`src/logic/fcmc_pkg.sv`:
```
// constants, modes and register layout of the clock mode controller
`default_nettype none
package fcmc_pkg;
  // register byte addresses
  localparam logic [7:0] ADDR_CTRL = 8'h00;
  localparam logic [7:0] ADDR_STAT = 8'h04;
  localparam logic [7:0] ADDR_FILT = 8'h08;
  localparam logic [7:0] ADDR_TRIM = 8'h0C;
  // mode request codes
  localparam logic [1:0] REQ_SELF = 2'h0;
  localparam logic [1:0] REQ_INT  = 2'h1;
  localparam logic [1:0] REQ_BYP  = 2'h2;
  localparam logic [1:0] REQ_EXT  = 2'h3;
  // reset values
  localparam logic [11:0] FILTER_RESET = 12'h200;
  localparam logic [7:0]  TRIM_RESET   = 8'h80;
  // reference period in half units: nominal 0x200, trim spans 0x180..0x27F (-25%..just under +25%)
  localparam logic [9:0]  IRG_BASE     = 10'h180;
  // crystal start-up edge count
  localparam logic [12:0] XTAL_COUNT   = 13'h1000;
  // lock detector windows and sample count; averaging, stability, divider width and loss status bit
  localparam logic [8:0]  N_LOCK       = 9'h004;
  localparam logic [8:0]  N_UNLOCK     = 9'h008;
  localparam logic [3:0]  LOCK_SAMPLES = 4'h4;
  localparam logic [1:0]  AVG_LAST     = 2'h3;
  localparam logic [1:0]  STABLE_NEED  = 2'h2;
  localparam int          DIV_W        = 9;
  localparam int          STAT_LOSS    = 5;

  typedef enum logic [2:0] {
    MODE_SELF = 3'h0,
    MODE_INT  = 3'h1,
    MODE_EXT  = 3'h3,
    MODE_BYP  = 3'h2,
    MODE_OFF  = 3'h6
  } fcmc_mode_t;

  typedef struct packed {
    logic [2:0] multiplier_field;
    logic [2:0] r_sel;
    logic       osc_in_stop_enable;
    logic       range_high;
    logic       ref_select;
    logic [1:0] mode_request;
  } fcmc_ctrl_t;

  typedef struct packed {
    logic       xtal_ok;
    logic       clock_loss_flag;
    logic       ref_valid_flag;
    logic       osc_stable_flag;
    logic       lock;
    logic [1:0] mode_status;
  } fcmc_stat_t;

  localparam fcmc_ctrl_t CTRL_RESET = 11'h000;
endpackage : fcmc_pkg
`default_nettype wire

```
`src/logic/fcmc_div.sv`:
```
// output divider: one pulse per R (or 2R) source ticks, gated
`timescale 1ns/1ns
`default_nettype none
module fcmc_div (
  // clock and reset
  input  wire logic       pclk,
  input  wire logic       presetn,
  // source and setting
  input  wire logic       src_tick,
  input  wire logic [2:0] r_sel,
  input  wire logic       halve,
  input  wire logic       gate_on,
  // divided output
  output logic            tick_q
);
  import fcmc_pkg::*;
  logic [DIV_W-1:0] cnt_q;
  logic [DIV_W-1:0] div;

  assign div = (9'h001 << r_sel) << halve;

  always_ff @(posedge pclk or negedge presetn) begin
    if (!presetn) begin
      cnt_q  <= '0;
      tick_q <= 1'b0;
    end else begin
      tick_q <= 1'b0;
      if (!gate_on) begin
        cnt_q <= '0;
      end else if (src_tick) begin
        if (cnt_q >= div - 9'h001) begin
          cnt_q  <= '0;
          tick_q <= 1'b1;
        end else begin
          cnt_q <= cnt_q + 9'h001;
        end
      end
    end
  end
endmodule : fcmc_div
`default_nettype wire

```
`src/logic/fcmc_top.sv`:
```
// clock mode controller: mode state machine, lock tracking, apb registers
//
// Chosen here: the APB register port and the register addresses.
`timescale 1ns/1ns
`default_nettype none
module fcmc_top (
  // clock and reset
  input  wire logic        pclk,
  input  wire logic        presetn,
  // apb slave
  input  wire logic        psel,
  input  wire logic        penable,
  input  wire logic        pwrite,
  input  wire logic [7:0]  paddr,
  input  wire logic [31:0] pwdata,
  output logic [31:0]      prdata,
  output logic             pready,
  output logic             pslverr,
  // chip control
  input  wire logic        stop_req,
  input  wire logic        debug_enable,
  input  wire logic        ctl_reset,
  // clock pins and monitors
  input  wire logic        ext_ref_clock,
  input  wire logic        osc_clock,
  input  wire logic        ref_detect,
  input  wire logic        loss_event,
  input  wire logic [7:0]  count_err,
  input  wire logic        err_valid,
  // generator controls
  output logic             sys_clock_out,
  output logic             osc_enable,
  output logic             irg_enable,
  output logic             xtal_select,
  output logic             range_high,
  output logic [2:0]       multiplier_field,
  output logic [11:0]      filter_value,
  output logic [9:0]       irg_period
);
  import fcmc_pkg::*;

  fcmc_ctrl_t       ctrl_q;
  fcmc_stat_t       stat;
  fcmc_mode_t       state_q;
  fcmc_mode_t       state_d;
  logic [11:0]      filter_q;
  logic [7:0]       trim_q;
  logic [2:0]       s1_q;
  logic [2:0]       s2_q;
  logic [1:0]       s3_q;
  logic             ext_edge;
  logic             osc_edge;
  logic             ref_det;
  logic [9:0]       irg_cnt_q;
  logic             irg_tick_q;
  logic [12:0]      xtal_cnt_q;
  logic             ref_ok;
  logic             stop_off;
  logic             upd;
  logic             lost;
  logic             fallback;
  logic             ref_at_off_q;
  logic             wait_dco_q;
  logic             loss_q;
  logic signed [7:0] prev_err_q;
  logic [1:0]       calm_q;
  logic             osc_seen_q;
  logic             osc_stable_q;
  logic             lock_q;
  logic             was_locked_q;
  logic [3:0]       lock_cnt_q;
  logic signed [9:0] acc_q;
  logic [1:0]       avg_cnt_q;
  logic             engaged;
  logic             gate_on;
  logic [3:0]       hit;
  logic [31:0]      rd_d;
  logic [31:0]      prdata_q;
  logic             wr;
  logic [8:0]       err_mag;
  logic [8:0]       step_mag;
  logic signed [9:0] acc_sum;
  logic [7:0]       step;

  function automatic logic [3:0] fcmc_dec(input logic [7:0] a);
    fcmc_dec = {a == ADDR_TRIM, a == ADDR_FILT, a == ADDR_STAT, a == ADDR_CTRL};
  endfunction : fcmc_dec

  function automatic logic [8:0] fcmc_abs9(input logic signed [8:0] v);
    fcmc_abs9 = v[8] ? 9'(-v) : v;
  endfunction : fcmc_abs9

  function automatic logic [1:0] fcmc_status(input fcmc_mode_t m);
    fcmc_status = (m == MODE_OFF) ? REQ_SELF : m[1:0];
  endfunction : fcmc_status

  // pin synchronisers
  always_ff @(posedge pclk or negedge presetn) begin
    if (!presetn) begin
      s1_q <= 3'h0;
      s2_q <= 3'h0;
      s3_q <= 2'h0;
    end else begin
      s1_q <= {ref_detect, osc_clock, ext_ref_clock};
      s2_q <= s1_q;
      s3_q <= s2_q[1:0];
    end
  end
  assign ext_edge = s2_q[0] & ~s3_q[0];
  assign osc_edge = s2_q[1] & ~s3_q[1];
  assign ref_det  = s2_q[2];

  // internal reference tick, period set by trim
  assign irg_period = IRG_BASE + {2'h0, trim_q};
  always_ff @(posedge pclk or negedge presetn) begin
    if (!presetn) begin
      irg_cnt_q  <= 10'h000;
      irg_tick_q <= 1'b0;
    end else begin
      irg_tick_q <= 1'b0;
      if (irg_cnt_q >= irg_period) begin
        irg_cnt_q  <= 10'h000;
        irg_tick_q <= 1'b1;
      end else begin
        irg_cnt_q <= irg_cnt_q + 10'h001;
      end
    end
  end

  // crystal start-up counter
  always_ff @(posedge pclk or negedge presetn) begin
    if (!presetn) begin
      xtal_cnt_q <= 13'h0000;
    end else if (ctl_reset || state_q == MODE_OFF || !ctrl_q.ref_select) begin
      xtal_cnt_q <= 13'h0000;
    end else if (ext_edge && !xtal_cnt_q[12]) begin
      xtal_cnt_q <= xtal_cnt_q + 13'h0001;
    end
  end
  assign ref_ok = ref_det & (~ctrl_q.ref_select | (xtal_cnt_q == XTAL_COUNT));

  assign stop_off = stop_req & ~debug_enable & ~ctrl_q.osc_in_stop_enable;
  assign upd      = irg_tick_q | (stop_off & (state_q != MODE_OFF));
  assign lost     = ctrl_q.mode_request[1] & ~ref_ok & loss_q;
  assign engaged  = (state_q == MODE_INT) | (state_q == MODE_EXT);

  // next mode
  always_comb begin
    state_d = state_q;
    case (state_q)
      MODE_OFF: begin
        if (!stop_off) begin
          state_d = (ctrl_q.mode_request == REQ_BYP && ref_at_off_q) ? MODE_BYP : MODE_SELF;
        end
      end
      MODE_SELF: begin
        if (ctrl_q.mode_request == REQ_BYP && ref_ok) begin
          state_d = MODE_BYP;
        end else if (ctrl_q.mode_request == REQ_EXT && ref_ok && osc_stable_q) begin
          state_d = MODE_EXT;
        end else if (ctrl_q.mode_request == REQ_INT && (!wait_dco_q || osc_stable_q)) begin
          state_d = MODE_INT;
        end
      end
      MODE_INT: begin
        if (ctrl_q.mode_request == REQ_SELF) begin
          state_d = MODE_SELF;
        end else if (ctrl_q.mode_request == REQ_EXT && ref_ok && osc_stable_q) begin
          state_d = MODE_EXT;
        end else if (ctrl_q.mode_request == REQ_BYP && ref_ok) begin
          state_d = MODE_BYP;
        end
      end
      MODE_BYP: begin
        if (ctrl_q.mode_request == REQ_SELF) begin
          state_d = MODE_SELF;
        end else if (ctrl_q.mode_request == REQ_INT) begin
          state_d = MODE_INT;
        end else if (ctrl_q.mode_request == REQ_EXT && ref_ok && osc_stable_q) begin
          state_d = MODE_EXT;
        end
      end
      MODE_EXT: begin
        if (ctrl_q.mode_request == REQ_SELF) begin
          state_d = MODE_SELF;
        end else if (loss_q && ref_ok) begin
          state_d = MODE_BYP;
        end else if (ctrl_q.mode_request == REQ_INT) begin
          state_d = MODE_INT;
        end else if (ctrl_q.mode_request == REQ_BYP) begin
          state_d = MODE_BYP;
        end
      end
      default: state_d = MODE_SELF;
    endcase
    if (lost && state_q != MODE_OFF) begin
      state_d = MODE_SELF;
    end
    if (stop_off) begin
      state_d = MODE_OFF;
    end
  end

  assign fallback = upd & (state_d != state_q) & (lost | (state_q == MODE_EXT & state_d == MODE_BYP & loss_q));

  // mode register
  always_ff @(posedge pclk or negedge presetn) begin
    if (!presetn) begin
      state_q <= MODE_SELF;
    end else if (ctl_reset) begin
      state_q <= MODE_SELF;
    end else if (upd) begin
      state_q <= state_d;
    end
  end

  // off entry memory and post-off wait
  always_ff @(posedge pclk or negedge presetn) begin
    if (!presetn) begin
      ref_at_off_q <= 1'b0;
      wait_dco_q   <= 1'b0;
    end else if (ctl_reset) begin
      ref_at_off_q <= 1'b0;
      wait_dco_q   <= 1'b0;
    end else if (upd) begin
      if (state_q != MODE_OFF && state_d == MODE_OFF) begin
        ref_at_off_q <= (ctrl_q.mode_request == REQ_BYP) & ref_ok;
      end
      if (state_q == MODE_OFF && state_d == MODE_SELF) begin
        wait_dco_q <= 1'b1;
      end else if (state_d != MODE_SELF) begin
        wait_dco_q <= 1'b0;
      end
    end
  end

  // sticky clock loss; a new event beats the clear
  always_ff @(posedge pclk or negedge presetn) begin
    if (!presetn) begin
      loss_q <= 1'b0;
    end else if (loss_event) begin
      loss_q <= 1'b1;
    end else if (wr && hit[1] && pwdata[STAT_LOSS]) begin
      loss_q <= 1'b0;
    end
  end

  // oscillator stable detector
  assign step_mag = fcmc_abs9($signed({count_err[7], count_err}) - $signed({prev_err_q[7], prev_err_q}));
  always_ff @(posedge pclk or negedge presetn) begin
    if (!presetn) begin
      prev_err_q   <= 8'sh00;
      calm_q       <= 2'h0;
      osc_seen_q   <= 1'b0;
      osc_stable_q <= 1'b0;
    end else if (state_q == MODE_OFF) begin
      calm_q       <= 2'h0;
      osc_seen_q   <= 1'b0;
      osc_stable_q <= 1'b0;
    end else begin
      if (osc_edge) begin
        osc_seen_q <= 1'b1;
      end
      if (err_valid) begin
        prev_err_q <= count_err;
        osc_seen_q <= osc_edge;
        if (step_mag <= N_UNLOCK && (osc_seen_q || osc_edge)) begin
          if (calm_q != STABLE_NEED) begin
            calm_q <= calm_q + 2'h1;
          end
          if (calm_q == STABLE_NEED - 2'h1) begin
            osc_stable_q <= 1'b1;
          end
        end else begin
          calm_q <= 2'h0;
        end
      end
    end
  end

  // lock detection
  assign err_mag = fcmc_abs9($signed({count_err[7], count_err}));
  always_ff @(posedge pclk or negedge presetn) begin
    if (!presetn) begin
      lock_q       <= 1'b0;
      lock_cnt_q   <= 4'h0;
      was_locked_q <= 1'b0;
    end else if (!engaged) begin
      lock_q       <= 1'b0;
      lock_cnt_q   <= 4'h0;
      was_locked_q <= 1'b0;
    end else if (err_valid) begin
      if (!lock_q) begin
        if (err_mag < N_LOCK) begin
          lock_cnt_q <= lock_cnt_q + 4'h1;
          if (lock_cnt_q == LOCK_SAMPLES - 4'h1) begin
            lock_q       <= 1'b1;
            was_locked_q <= 1'b1;
          end
        end else begin
          lock_cnt_q <= 4'h0;
        end
      end else if (err_mag >= N_UNLOCK) begin
        lock_q     <= 1'b0;
        lock_cnt_q <= 4'h0;
      end
    end
  end

  // loop filter, averaged over four samples once locked
  assign acc_sum = acc_q + $signed({{2{count_err[7]}}, count_err});
  assign step    = lock_q ? acc_sum[9:2] : count_err;
  always_ff @(posedge pclk or negedge presetn) begin
    if (!presetn) begin
      filter_q  <= FILTER_RESET;
      acc_q     <= 10'sh000;
      avg_cnt_q <= 2'h0;
    end else if (ctl_reset) begin
      filter_q  <= FILTER_RESET;
      acc_q     <= 10'sh000;
      avg_cnt_q <= 2'h0;
    end else if (wr && hit[2]) begin
      if (state_q == MODE_SELF && ctrl_q.mode_request == REQ_SELF) begin
        filter_q <= pwdata[11:0];
      end
    end else if (engaged && err_valid) begin
      if (!lock_q) begin
        filter_q  <= filter_q + {{4{step[7]}}, step};
        avg_cnt_q <= 2'h0;
        acc_q     <= 10'sh000;
      end else if (avg_cnt_q == AVG_LAST) begin
        filter_q  <= filter_q + {{4{step[7]}}, step};
        avg_cnt_q <= 2'h0;
        acc_q     <= 10'sh000;
      end else begin
        acc_q     <= acc_sum;
        avg_cnt_q <= avg_cnt_q + 2'h1;
      end
    end
  end

  // control and trim registers
  assign wr = psel & penable & pwrite;
  assign hit = fcmc_dec(paddr);
  always_ff @(posedge pclk or negedge presetn) begin
    if (!presetn) begin
      ctrl_q <= CTRL_RESET;
    end else if (ctl_reset) begin
      ctrl_q <= CTRL_RESET;
    end else if (wr && hit[0]) begin
      ctrl_q <= pwdata[10:0];
    end else if (fallback) begin
      ctrl_q.mode_request <= fcmc_status(state_d);
    end
  end

  always_ff @(posedge pclk or negedge presetn) begin
    if (!presetn) begin
      trim_q <= TRIM_RESET;
    end else if (wr && hit[3]) begin
      trim_q <= pwdata[7:0];
    end
  end

  // status and read path
  assign stat = '{xtal_ok: xtal_cnt_q == XTAL_COUNT, clock_loss_flag: loss_q, ref_valid_flag: ref_ok,
                  osc_stable_flag: osc_stable_q, lock: lock_q, mode_status: fcmc_status(state_q)};
  always_comb begin
    rd_d = 32'h0000_0000;
    if (hit[0]) rd_d = {21'h000000, ctrl_q};
    if (hit[1]) rd_d = {25'h0000000, stat};
    if (hit[2]) rd_d = {20'h00000, filter_q};
    if (hit[3]) rd_d = {24'h000000, trim_q};
  end
  always_ff @(posedge pclk or negedge presetn) begin
    if (!presetn) begin
      prdata_q <= 32'h0000_0000;
    end else if (psel && !penable) begin
      prdata_q <= rd_d;
    end
  end
  assign prdata  = prdata_q;
  assign pready  = 1'b1;
  assign pslverr = psel & penable & ~|hit;

  // output gating and divider
  assign gate_on = (state_q != MODE_OFF) & ~(stop_req & ~debug_enable)
                   & ~(state_q == MODE_BYP & ~ref_ok);

  fcmc_div u_div (
    .pclk     (pclk),
    .presetn  (presetn),
    .src_tick ((state_q == MODE_BYP) ? ext_edge : osc_edge),
    .r_sel    (ctrl_q.r_sel),
    .halve    (state_q == MODE_EXT && !was_locked_q),
    .gate_on  (gate_on),
    .tick_q   (sys_clock_out)
  );

  assign osc_enable       = (state_q != MODE_OFF) & (state_q != MODE_BYP);
  assign irg_enable       = osc_enable;
  assign xtal_select      = ctrl_q.ref_select;
  assign range_high       = ctrl_q.range_high;
  assign multiplier_field = ctrl_q.multiplier_field;
  assign filter_value     = filter_q;
endmodule : fcmc_top
`default_nettype wire

```
`config.mk`:
```
export PLATFORM = sky130hd
export DESIGN_NAME = fcmc_top
export DESIGN_NICKNAME = d
export VERILOG_FILES = /design/src/logic/fcmc_pkg.sv /design/src/logic/fcmc_div.sv /design/src/logic/fcmc_top.sv
export SDC_FILE = /design/constraint.sdc
export NUM_CORES = 1
export LEC_CHECK = 0
export BUFFER_PORTS_ARGS = -buffer_cell sky130_fd_sc_hd__buf_2
export CORE_UTILIZATION = 55
export DETAILED_ROUTE_END_ITERATION = 10
export HOLD_SLACK_MARGIN = 0.03
export PLACE_DENSITY = 0.88
export SYNTH_ARGS = -nofsm -noshare
export SYNTH_HDL_FRONTEND = slang
export SYNTH_SLANG_ARGS = --single-unit
export TNS_END_PERCENT = 10
```
`constraint.sdc`:
```
create_clock -name pclk -period 4.6 [get_ports pclk]
set_clock_uncertainty 0.2 [all_clocks]
set_input_delay 0.92 -clock pclk [delete_from_list [all_inputs] [get_ports pclk]]
set_output_delay 0.92 -clock pclk [all_outputs]
set_load 0.02 [all_outputs]
```
### After elaboration in Yosys (flattened, before gate mapping)

Cells that the tools add are included.

| operators by class | value |
|---|---|
| add/sub/neg operators | 13 |
| shift operators | 2 |
| mux-type cells | 95 |
| equality and inequality tests | 30 |
| bitwise gates (word level) | 33 |
| reductions and logical operators | 58 |
| $lt $le $gt $ge | 5 |

Operators with widths:

| operator | count |
|---|---|
| 32-bit two-way mux | 3 |
| 12-bit two-way mux | 6 |
| 10-bit two-way mux | 6 |
| 9-bit two-way mux | 6 |
| 3-bit two-way mux | 17 |
| 1-bit two-way mux | 32 |
| 2-bit two-way mux | 14 |
| 13-bit two-way mux | 2 |
| 11-bit two-way mux | 2 |
| 1-bit AND | 20 |
| 1-bit logical AND | 20 |
| 4-bit two-way mux | 5 |
| 2-bit nonzero test | 9 |
| 8-bit by 4-bit == test with 1-bit output, second input constant | 2 |
| 3-bit case mux with 5 select lines | 1 |
| 3-bit nonzero test | 5 |
| 13-bit by 1-bit adder with 13-bit output, second input constant | 1 |
| 13-bit == test, second input constant | 1 |
| 12-bit adder | 1 |
| 3-bit by 2-bit != test with 1-bit output, second input constant | 4 |
| 2-bit AND reduction | 6 |
| 10-bit by 1-bit adder with 10-bit output, second input constant | 1 |
| 10-bit by 8-bit adder with 10-bit output | 1 |
| 9-bit by 8-bit adder with 10-bit output, first input constant | 1 |
| other kinds (37) | 70 |

| word-level totals | value |
|---|---|
| logic and storage cells | 266 |
| bits in registers | 141 |
| output and inout port bits | 64 |
| input bits | 61 |

### Depth between registers and ports, before layout

Gate-level depths: netlist of the first run.

| logic depth | value |
|---|---|
| depth in word-level cells | 19 |
| mapped depth | 22 |
| depth with buffers taken out | 19 |

### Hierarchy

Synthesis of the first run repeated with hierarchy kept, for this count alone.

| unflattened totals | value |
|---|---|
| cell total of the unflattened synthesis | 922 |
| area total of the unflattened synthesis | 8331.7 um^2 |

Modules (own cells, without submodules):

| module | area each (um^2) | seq. area each (um^2) | instances | cells an instance |
|---|---|---|---|---|
| fcmc_top | 7359.6 | 2780.2 | 1 | 800 |
| fcmc_div | 972.2 | 250.2 | 1 | 122 |

### Least setup slack after synthesis of the first run

OpenSTA, ideal clock, no wires.

| path | value |
|---|---|
| path kind | input to register |
| start point | input port count_err[0] |
| end point | register filter_q[11] (netlist: filter_value[11]) |
| path slack | 133 ps |
| data required time | 4329 ps |
| library setup time | 71 ps |
| buffers on the path | 0 |
| cell stages on the path | 19 |
| arrival time | 4196 ps |
| cells stage by stage | ha_1 -> fa_1 -> a21o_1 -> a21oi_1 -> o21bai_1 -> a21oi_1 -> o21bai_1 -> a21oi_1 -> xnor2_1 -> mux2_2 -> ha_1 -> and2_1 -> o21ai_0 -> o31ai_1 -> o41a_1 -> nor3_1 -> nand2_1 -> mux2_1 -> nand4_1 |

| between the ends | value |
|---|---|
| word-level cells in the longest chain between the ends | 8 |

Ends and longest elaborated chain:

| what | RTL line | text |
|---|---|---|
| from (decl) | fcmc_top.sv:28 | `input wire logic [7:0] count_err,` |
| 10-bit by 8-bit adder with 10-bit output | fcmc_top.sv:311 | `assign acc_sum = acc_q + $signed({{2{count_err[7]}}, count_err});` |
| 8-bit two-way mux (*) | fcmc_top.sv:312 | `assign step = lock_q ? acc_sum[9:2] : count_err;` |
| 12-bit adder (*) | fcmc_top.sv:328, fcmc_top.sv:332 |  |
| 12-bit two-way mux | fcmc_top.sv:331 | `end else if (avg_cnt_q == AVG_LAST) begin` |
| 12-bit two-way mux (*) | fcmc_top.sv:327 | `if (!lock_q) begin` |
| 12-bit two-way mux (*) | fcmc_top.sv:326 | `end else if (engaged && err_valid) begin` |
| 12-bit two-way mux (*) | fcmc_top.sv:322 | `end else if (wr && hit[2]) begin` |
| 12-bit two-way mux (*) | fcmc_top.sv:318 | `end else if (ctl_reset) begin` |
| to (signal assigned) | fcmc_top.sv:324 | `filter_q <= pwdata[11:0];` |
| to (signal assigned) | fcmc_top.sv:328 | `filter_q <= filter_q + {{4{step[7]}}, step};` |
| to (signal assigned) | fcmc_top.sv:332 | `filter_q <= filter_q + {{4{step[7]}}, step};` |
| to (decl) | fcmc_top.sv:46 | `logic [11:0] filter_q;` |

Mark *: on every way between the ends. The rest lies on a longest branch, timed or not. The select of a mux whose other input is x is not followed.
A chain may end at the register's enable or synchronous reset.

### Worst setup path after layout of the first run

Same ends and word-level chain as after synthesis.

==> results of run 1 <==
==> critical path: cells and delay by family <==
kind | cells | cell delay (ns)
compound gates | 7 | 1.34
xor+xnor | 1 | 0.11
fa+ha+maj | 3 | 0.90
buf+inv | 1 | 0.10
mux | 2 | 0.59
simple gates | 4 | 0.54
==> layout by cell type, fill, tap and decap left out, types with 14 or more instances in the layout <==
cell and n:
o21ai_0 37, a21oi_1 44, nand2_1 77, a21o_1 14
nor2_1 60, ha_1 57, o21ai_1 16, mux2i_1 23
and3_1 14, nand2b_1 16, a22o_1 15, nand3_1 42
mux2_2 20, clkbuf_16 17, a31oi_1 15, buf_4 24
nor3_1 19, xnor2_1 22, inv_1 52, conb_1 21
dfrtp_1 119, buf_2 82, a211oi_1 15, xor2_1 21
==> worst paths after layout <==
kind,end,start
max,filter_value[11]$_DFFE_PN0P_,count_err[0]
min,s2_q[0]$_DFF_PN0_,s1_q[0]$_DFF_PN0_
max reg2reg,filter_value[11]$_DFFE_PN0P_,acc_q[0]$_DFFE_PN0P_
min reg2reg,s2_q[0]$_DFF_PN0_,s1_q[0]$_DFF_PN0_
max in group asynchronous,trim_q[7]$_DFFE_PN1P_,presetn
min in group asynchronous,prev_err_q[6]$_DFFE_PN0P_,presetn
==> sequential cells by signal, summed over array words and instances (netlist names), 2 cells and up <==
| name | count |
|---|---|
| u_div.cnt_q | 9 |
| filter_value | 12 |
| prdata | 12 |
| s1_q | 3 |
| acc_q | 10 |
| irg_cnt_q | 10 |
| lock_cnt_q | 4 |
| avg_cnt_q | 2 |
| prev_err_q | 8 |
| trim_q | 8 |
| ctrl_q | 6 |
| calm_q | 2 |
| xtal_cnt_q | 13 |
| s3_q | 2 |
| multiplier_field | 3 |
| s2_q | 3 |
| state_q | 3 |
==> final cells by class <==
class / count / area (sq um) / share of cell area, %
Multi-Input combinational cell: 679 / 4680 / 50.3
Timing Repair Buffer: 106 / 591 / 6.35
Clock buffer: 18 / 429 / 4.62
Tap cell: 184 / 230 / 2.48
Clock inverter: 14 / 138 / 1.48
Inverter: 53 / 199 / 2.14
Sequential cell: 121 / 3030 / 32.6
==> timing repair <==
action | in CTS | in global routing
gates resized for setup | 0 | 1
hold buffers | 0 | 0
setup endpoints to repair | 0 | 1
==> power groups by stage <==
stage | combinational (mW) | sequential (mW) | clock, mW
2_1_floorplan | 0.348 | 1.17 | 0
3_3_place_gp | 0.471 | 1.18 | 0
3_5_place_dp | 0.490 | 1.18 | 0
4_1_cts | 0.502 | 1.16 | 1.30
5_1_grt | 0.567 | 1.17 | 1.35
6_report | 0.507 | 1.17 | 1.29
==> stage by stage <==
stage / setup slack, ns / util, % / hold slack [ns] / std cells / setup TNS [ns]
6_report: 0.262 / 64.2 / 0.148 / 1175 / 0
2_1_floorplan: 0.133 / - / 0.131 / 913 / 0
5_1_grt: 0.0181 / 64.2 / 0.158 / 1175 / 0
3_3_place_gp: -0.0823 / 60.3 / 0.134 / 1143 / -0.0823
4_1_cts: 0.247 / 64.2 / 0.150 / 1175 / 0
3_5_place_dp: -0.181 / 60.3 / 0.137 / 1143 / -0.181
==> cell families (layout without fill, tap and decap cells) <==
group | after synthesis | count (layout) | share of synthesized area [%]
other | 2 | 21 | 0.0922
xor gates and xnor gates | 43 | 43 | 4.62
DFF | 121 | 121 | 37.2
AOI/OAI and AO/OA | 218 | 218 | 18.0
buffers and inverters | 113 | 191 | 6.48
adders and majority gates | 61 | 61 | 9.62
muxes | 46 | 46 | 6.28
and+or+nand+nor | 290 | 290 | 17.7
==> layer usage <==
layer | share of wire [%] | vias up | global-route usage [%] | routed length [microns]
met3 | 6.7 | 60 | 6.87 | 1370
met1 | 42 | 3405 | 34.7 | 8680
met2 | 48 | 282 | 45.2 | 9830
met4 | 3.0 | 0 | 15.4 | 616
met5 | 0 | - | 0 | 0
li1 | - | 3343 | - | -
==> metrics.yaml, run 1 <==
power_and_ir_drop:
  p_leak_nw: 4.34
  p_switching_mw: 0.901
  ir_worst_vdd_mv: 0.338
  power_mw: 2.96
  seqPwrFrac_pct: 39.3
  intPower_mw: 2.06
  pwr-share-comb_pct: 17.1
  clockPowerShare_pct: 43.5
  power.density_nw_per_um2: 319
  p_sw_share_pct: 30.4
floorplanning:
  dieArea_sq_um: 15300
  row_count: 44
  pin_count: 125
  coreArea_sq_um: 14500
  floorplan.initialDensity_pct: 56.3
  die-height_microns: 124
  die_x_microns: 124
setup_path:
  worstSetupStartpointType: "primary input"
  worst_r2r_path_depth: 17
  endpoint_kind: "register"
  crit_chain: "buf_2 -> ha_1 -> fa_1 -> a21o_1 -> a21oi_2 -> o21bai_1 -> a21oi_1 -> xnor2_1 -> mux2_2 -> ha_1 -> or2_1 -> a21oi_1 -> o31ai_1 -> o41a_1 -> nor3_1 -> nand2_1 -> mux2_1 -> nand4_1"
  cp_slowest_stage_delay_ns: 0.39
  crit_arrival_ns: 4.49
  r2r_slack_ns: 0.49
  worst_path_max_delay_cell: "fa_1"
  crit_required_ns: 4.75
  worst-path-max-fanout: 4
  critPathKind: "primary input to register"
synthesis:
  yosys.area.top_type: "dfrtp_1"
  netlist.area_leader.share_pct: 36.6
  yosysSeqAreaShare_pct: 37.2
  synth_most_common_cell: "dfrtp_1"
  yosysUniqueCellTypes: 75
  postSynthAreaPerCell_sq_um: 9.11
  synth-seq-cells: 121
  yosys-top-cells-count: "dfrtp_1 (119), nand2_1 (77), nor2_1 (60)"
  synthArstFlopShare_pct: 100
  synthTopCellsByArea: "dfrtp_1 (37%), ha_1 (8.8%), nand2_1 (3.5%)"
  synth-edff-count: 0
  synth_ff_type: "dfrtp_1"
  synthesis.instances: 894
  syn_area_sq_um: 8150
  synth-warning-count: 0
sta:
  hold_viol: 0
  maxSlewHeadroom_pct: 30.9
  finalSetupViolCount: 0
  tightest_slew_ns: 1.03
  period_needed_ns: 4.34
  timing.final.crit_share_pct: 94.3
  maxSlewViolCount: 0
  rsz0062_at_grt: "false"
  fmax_mhz: 231
finish:
  drive_gt1_share_pct: 17.9
  nNetsFinal: 1099
  design_area_sq_um: 9300
  area_growth_pct: 14.2
  diodes: 0
  fillers: 1131
detailed_routing:
  avgViaCountPerCell: 6.03
  routed_wl_mm: 20.5
  first_pass_iters: 5
  wl_per_cell_microns: 17.4
  drt_iter0_markers: 569
  route.antenna.remaining_nets: 0
  route.detailed.drc: 0
  num_vias: 7090
grt:
  grt_pass1_vias: 6944
  grt_overflow: 0
  antenna_found_initial: 0
  globalRouteTotalUtil_pct: 28.1
  grt_pass1_wl_mm: 33.0
  grt_max_degree: 58
min_path:
  hold_path_class: "register to register"
  holdPathStages: 0
run_status:
  status: "finished clean"
place:
  dp.final_hpwl_mm: 14.4
  dpl-instance-area_sq_um: 8730
  place.gp.congestion: 0.870
  port_buffers: 83
cts:
  cts.sink_count: 121
  cts_setup_buffers: 0
  numCtsBuffers: 17
  cts_tree: "built"
  cts.clk_slew.worst_paths_ns: 0.06
  clock_latency_ns: 0.43
  clockBufferDepth: 2
  clock-root-buffer: "clkbuf_16"
  htree_levels: 4
job:
  cap_violations: 0
Note: power is estimated with default switching activity, not from simulation.
==> run 2, diff against run 1 <==
--- a/config.mk
+++ b/config.mk
@@ -8,2 +8,3 @@
 export BUFFER_PORTS_ARGS = -buffer_cell sky130_fd_sc_hd__buf_2
+export CORE_ASPECT_RATIO = 0.7
 export CORE_UTILIZATION = 55
==> constraint.sdc (replaced) <==
create_clock -name pclk -period 4.6 [get_ports pclk]
set_clock_uncertainty 0.2 [all_clocks]
set_input_delay 1.38 -clock pclk [delete_from_list [all_inputs] [get_ports pclk]]
set_output_delay 1.38 -clock pclk [all_outputs]
set_load 0.02 [all_outputs]
==> run 2 against run 1 <==
Net effect:
- the flow now finishes with violations (setup timing)
- utilization rose by 4.3 points
- global-route usage increased by 0.97 points
- largest cell class unchanged
- count of clock-buffer cells in the layout up 1
- largest power group unchanged
- final cell count up 3.3%
- critical path depth down 1
==> metrics.yaml, run 2 (synthesis gave the netlist of run 1 again) <==
power_and_ir_drop:
  ir_worst_vdd_mv: 0.223  # was 0.338 mV
  power.density_nw_per_um2: 323  # was 319 nW/um^2
  p_leak_nw: 4.56  # was 4.34 nW
  power_mw: 3.15  # was 2.96 mW
grt:
  grt_pass1_wl_mm: 35.6  # was 33.0 mm
  grt_busiest_layer: "met2"  # unchanged
  met1_usage_pct: 41.1  # was 34.7%
  use_met2_pct: 43.5  # was 45.2%
  grt_max_degree: 122  # was 58
  grt_overflow: 0  # unchanged
  globalRouteTotalUtil_pct: 29.1  # was 28.1%
  use_met3_pct: 7.31  # was 6.87%
  antenna_found_initial: 0  # unchanged
  grt_pass1_vias: 7116  # was 6944
cts:
  cts_tree: "built"  # unchanged
  cts.clk_slew.worst_paths_ns: 0.07  # was 0.06 ns
  htree_levels: 4  # unchanged
  clock_latency_ns: 0.42  # was 0.43 ns
  cts_hold_repair.buffers: 0  # unchanged
  clock-root-buffer: "clkbuf_16"  # unchanged
  clockBufferDepth: 2  # unchanged
  cts.sink_count: 121  # unchanged
  numCtsBuffers: 17  # unchanged
setup_path:
  worst_path_max_delay_cell: "o41a_1"  # was fa_1
  critPathKind: "primary input to register"  # unchanged
  r2r_slack_ns: 0.44  # was 0.49 ns
  critical-path-top-delay-family: "compound AO/OA/AOI/OAI gates"  # unchanged
  cp_num_cells: 17  # was 18
  timing.rr.start: "acc_q[1]$_DFFE_PN0P_"  # was acc_q[0]$_DFFE_PN0P_
  crit_buf_inv: 2  # was 1
  crit_start: "count_err[1]"  # was count_err[0]
  cp-endpoint: "filter_value[11]$_DFFE_PN0P_"  # unchanged
  crit_chain: "buf_2 -> ha_1 -> a211o_1 -> a21oi_2 -> o21ai_1 -> a211oi_1 -> xnor2_1 -> a21oi_2 -> buf_4 -> ha_1 -> nand3_1 -> o31ai_4 -> o41a_1 -> nor3_1 -> nand2_1 -> mux2_4 -> nand4_1"  # was buf_2 -> ha_1 -> fa_1 -> a21o_1 -> a21oi_2 -> o21bai_1 -> a21oi_1 -> xnor2_1 -> mux2_2 -> ha_1 -> or2_1 -> a21oi_1 -> o31ai_1 -> o41a_1 -> nor3_1 -> nand2_1 -> mux2_1 -> nand4_1
  worst-path-max-fanout: 3  # was 4
  worst_r2r_path_depth: 16  # was 17
  worstSetupStartpointType: "primary input"  # unchanged
  crit_required_ns: 4.76  # was 4.75 ns
  r2r_end: "filter_value[11]$_DFFE_PN0P_"  # unchanged
  crit_arrival_ns: 4.99  # was 4.49 ns
  endpoint_kind: "register"  # unchanged
  cp_slowest_stage_delay_ns: 0.41  # was 0.39 ns
job:
  cap_violations: 0  # unchanged
place:
  dp.final_hpwl_mm: 15.3  # was 14.4 mm
  dp_cells: 1180  # was 1143
  dpl-instance-area_sq_um: 8990  # was 8730 sq um
  port_buffers: 83  # unchanged
  place.gp.congestion: 0.929  # was 0.870
  pre_cts_ws_ns: -0.491  # was -0.181 ns
finish:
  final_cells: 1214  # was 1175
  final_util_pct: 68.5  # was 64.2%
  fillers: 1036  # was 1131
  area_growth_pct: 19.4  # was 14.2%
  final_common_cell: "dfrtp_1"  # unchanged
  mostFrequentLayoutCells: "dfrtp_1 (119), buf_2 (81), nand2_1 (77), nor2_1 (60), buf_4 (56)"  # was dfrtp_1 (119), buf_2 (82), nand2_1 (77), nor2_1 (60), ha_1 (57)
  largest_register_ffs: 13  # unchanged
  drive_gt1_share_pct: 21.9  # was 17.9%
  nNetsFinal: 1132  # was 1099
  largest-register: "xtal_cnt_q"  # unchanged
  diodes: 0  # unchanged
  design_area_sq_um: 9720  # was 9300 sq um
sta:
  timing.final.crit_share_pct: 105  # was 94.3%
  maxSlewHeadroom_pct: 29.3  # was 30.9%
  fin_ws_ns: -0.237  # was 0.262 ns
  maxSlewViolCount: 0  # unchanged
  tightest_slew_ns: 1.05  # was 1.03 ns
  hold_viol: 0  # unchanged
  rsz0062_at_grt: "true"  # was false
  period_needed_ns: 4.84  # was 4.34 ns
  finalSetupViolCount: 1  # was 0
  fmax_mhz: 207  # was 231 MHz
floorplanning:
  die_x_microns: 147  # was 124 microns
  die-height_microns: 104  # was 124 microns
  row_count: 36  # was 44
  coreArea_sq_um: 14200  # was 14500 sq um
  pin_count: 125  # unchanged
  dieArea_sq_um: 15300  # about the same
  floorplan.initialDensity_pct: 57.4  # was 56.3%
detailed_routing:
  wl_per_cell_microns: 18.2  # was 17.4 microns
  num_vias: 7381  # was 7090
  routed_wl_mm: 22.1  # was 20.5 mm
  route.detailed.drc: 0  # unchanged
  avgViaCountPerCell: 6.08  # was 6.03
  drt_iter0_markers: 684  # was 569
  first_pass_iters: 9  # was 5
  route.antenna.remaining_nets: 0  # unchanged
min_path:
  hold_path_class: "register to register"  # unchanged
run_status:
  status: "complete, but fails checks"  # was finished clean
  violations: "setup timing"
-- run 2: worst min-delay path by stage --
stage	from	end	slack, ns	cells past startpoint
CTS	s1_q[1]$_DFF_PN0_	s2_q[1]$_DFF_PN0_	0.15	0
finish	s1_q[1]$_DFF_PN0_	s2_q[1]$_DFF_PN0_	0.15	0
detailed placement	s1_q[0]$_DFF_PN0_	s2_q[0]$_DFF_PN0_	0.14	0
global placement	s1_q[0]$_DFF_PN0_	s2_q[0]$_DFF_PN0_	0.13	0
global route	s1_q[0]$_DFF_PN0_	s2_q[0]$_DFF_PN0_	0.17	0
floorplan	s1_q[0]$_DFF_PN0_	s2_q[0]$_DFF_PN0_	0.13	0
-- run 2: layout make-up --
type	count	area, sq um	share of cell area (%)
inverter	53	199	2.05
timing repair buffer	139	857	8.81
clock buffer	19	433	4.45
clock inverter	13	183	1.88
multi-input combinational	679	4780	49.2
sequential	121	3030	31.2
tap	190	238	2.44
-- run 2: per-layer routing --
layer	routed length, microns	vias to the layer above
met5	0	-
met4	381	0
met3	2110	51
met2	10000	372
met1	9630	3548
li1	-	3410
-- run 2: through the flow --
stage | setup TNS, ns | hold slack (ns)
6_report | -0.237 | 0.148
5_1_grt | -0.601 | 0.167
4_1_cts | -0.0775 | 0.152
3_5_place_dp | -1.67 | 0.140
3_3_place_gp | -1.21 | 0.134
2_1_floorplan | -0.182 | 0.131
-- run 2: power breakdown --
part	internal (mW)	switching, mW	total, mW	leakage [nW]
Combinational	0.225	0.330	0.555	2.64
Clock	0.871	0.553	1.42	0.301
Sequential	1.11	0.0565	1.17	1.62
-- run 2: worst register-to-register path, stage by stage, from the launching register on --
cell	delay, ns
dfrtp_1	0.42
ha_1	0.31
a211o_1	0.33
a21oi_2	0.18
o21ai_1	0.15
a211oi_1	0.40
xnor2_1	0.23
a21oi_2	0.11
buf_4	0.17
ha_1	0.34
nand3_1	0.16
o31ai_4	0.08
o41a_1	0.41
nor3_1	0.18
nand2_1	0.08
mux2_4	0.28
nand4_1	0.06
-- run 2: what timing repair did --
item,in CTS,in global routing
buffers inserted,0,2
gates resized for setup,1,20
pin swaps,0,15
setup endpoints to repair,2,5
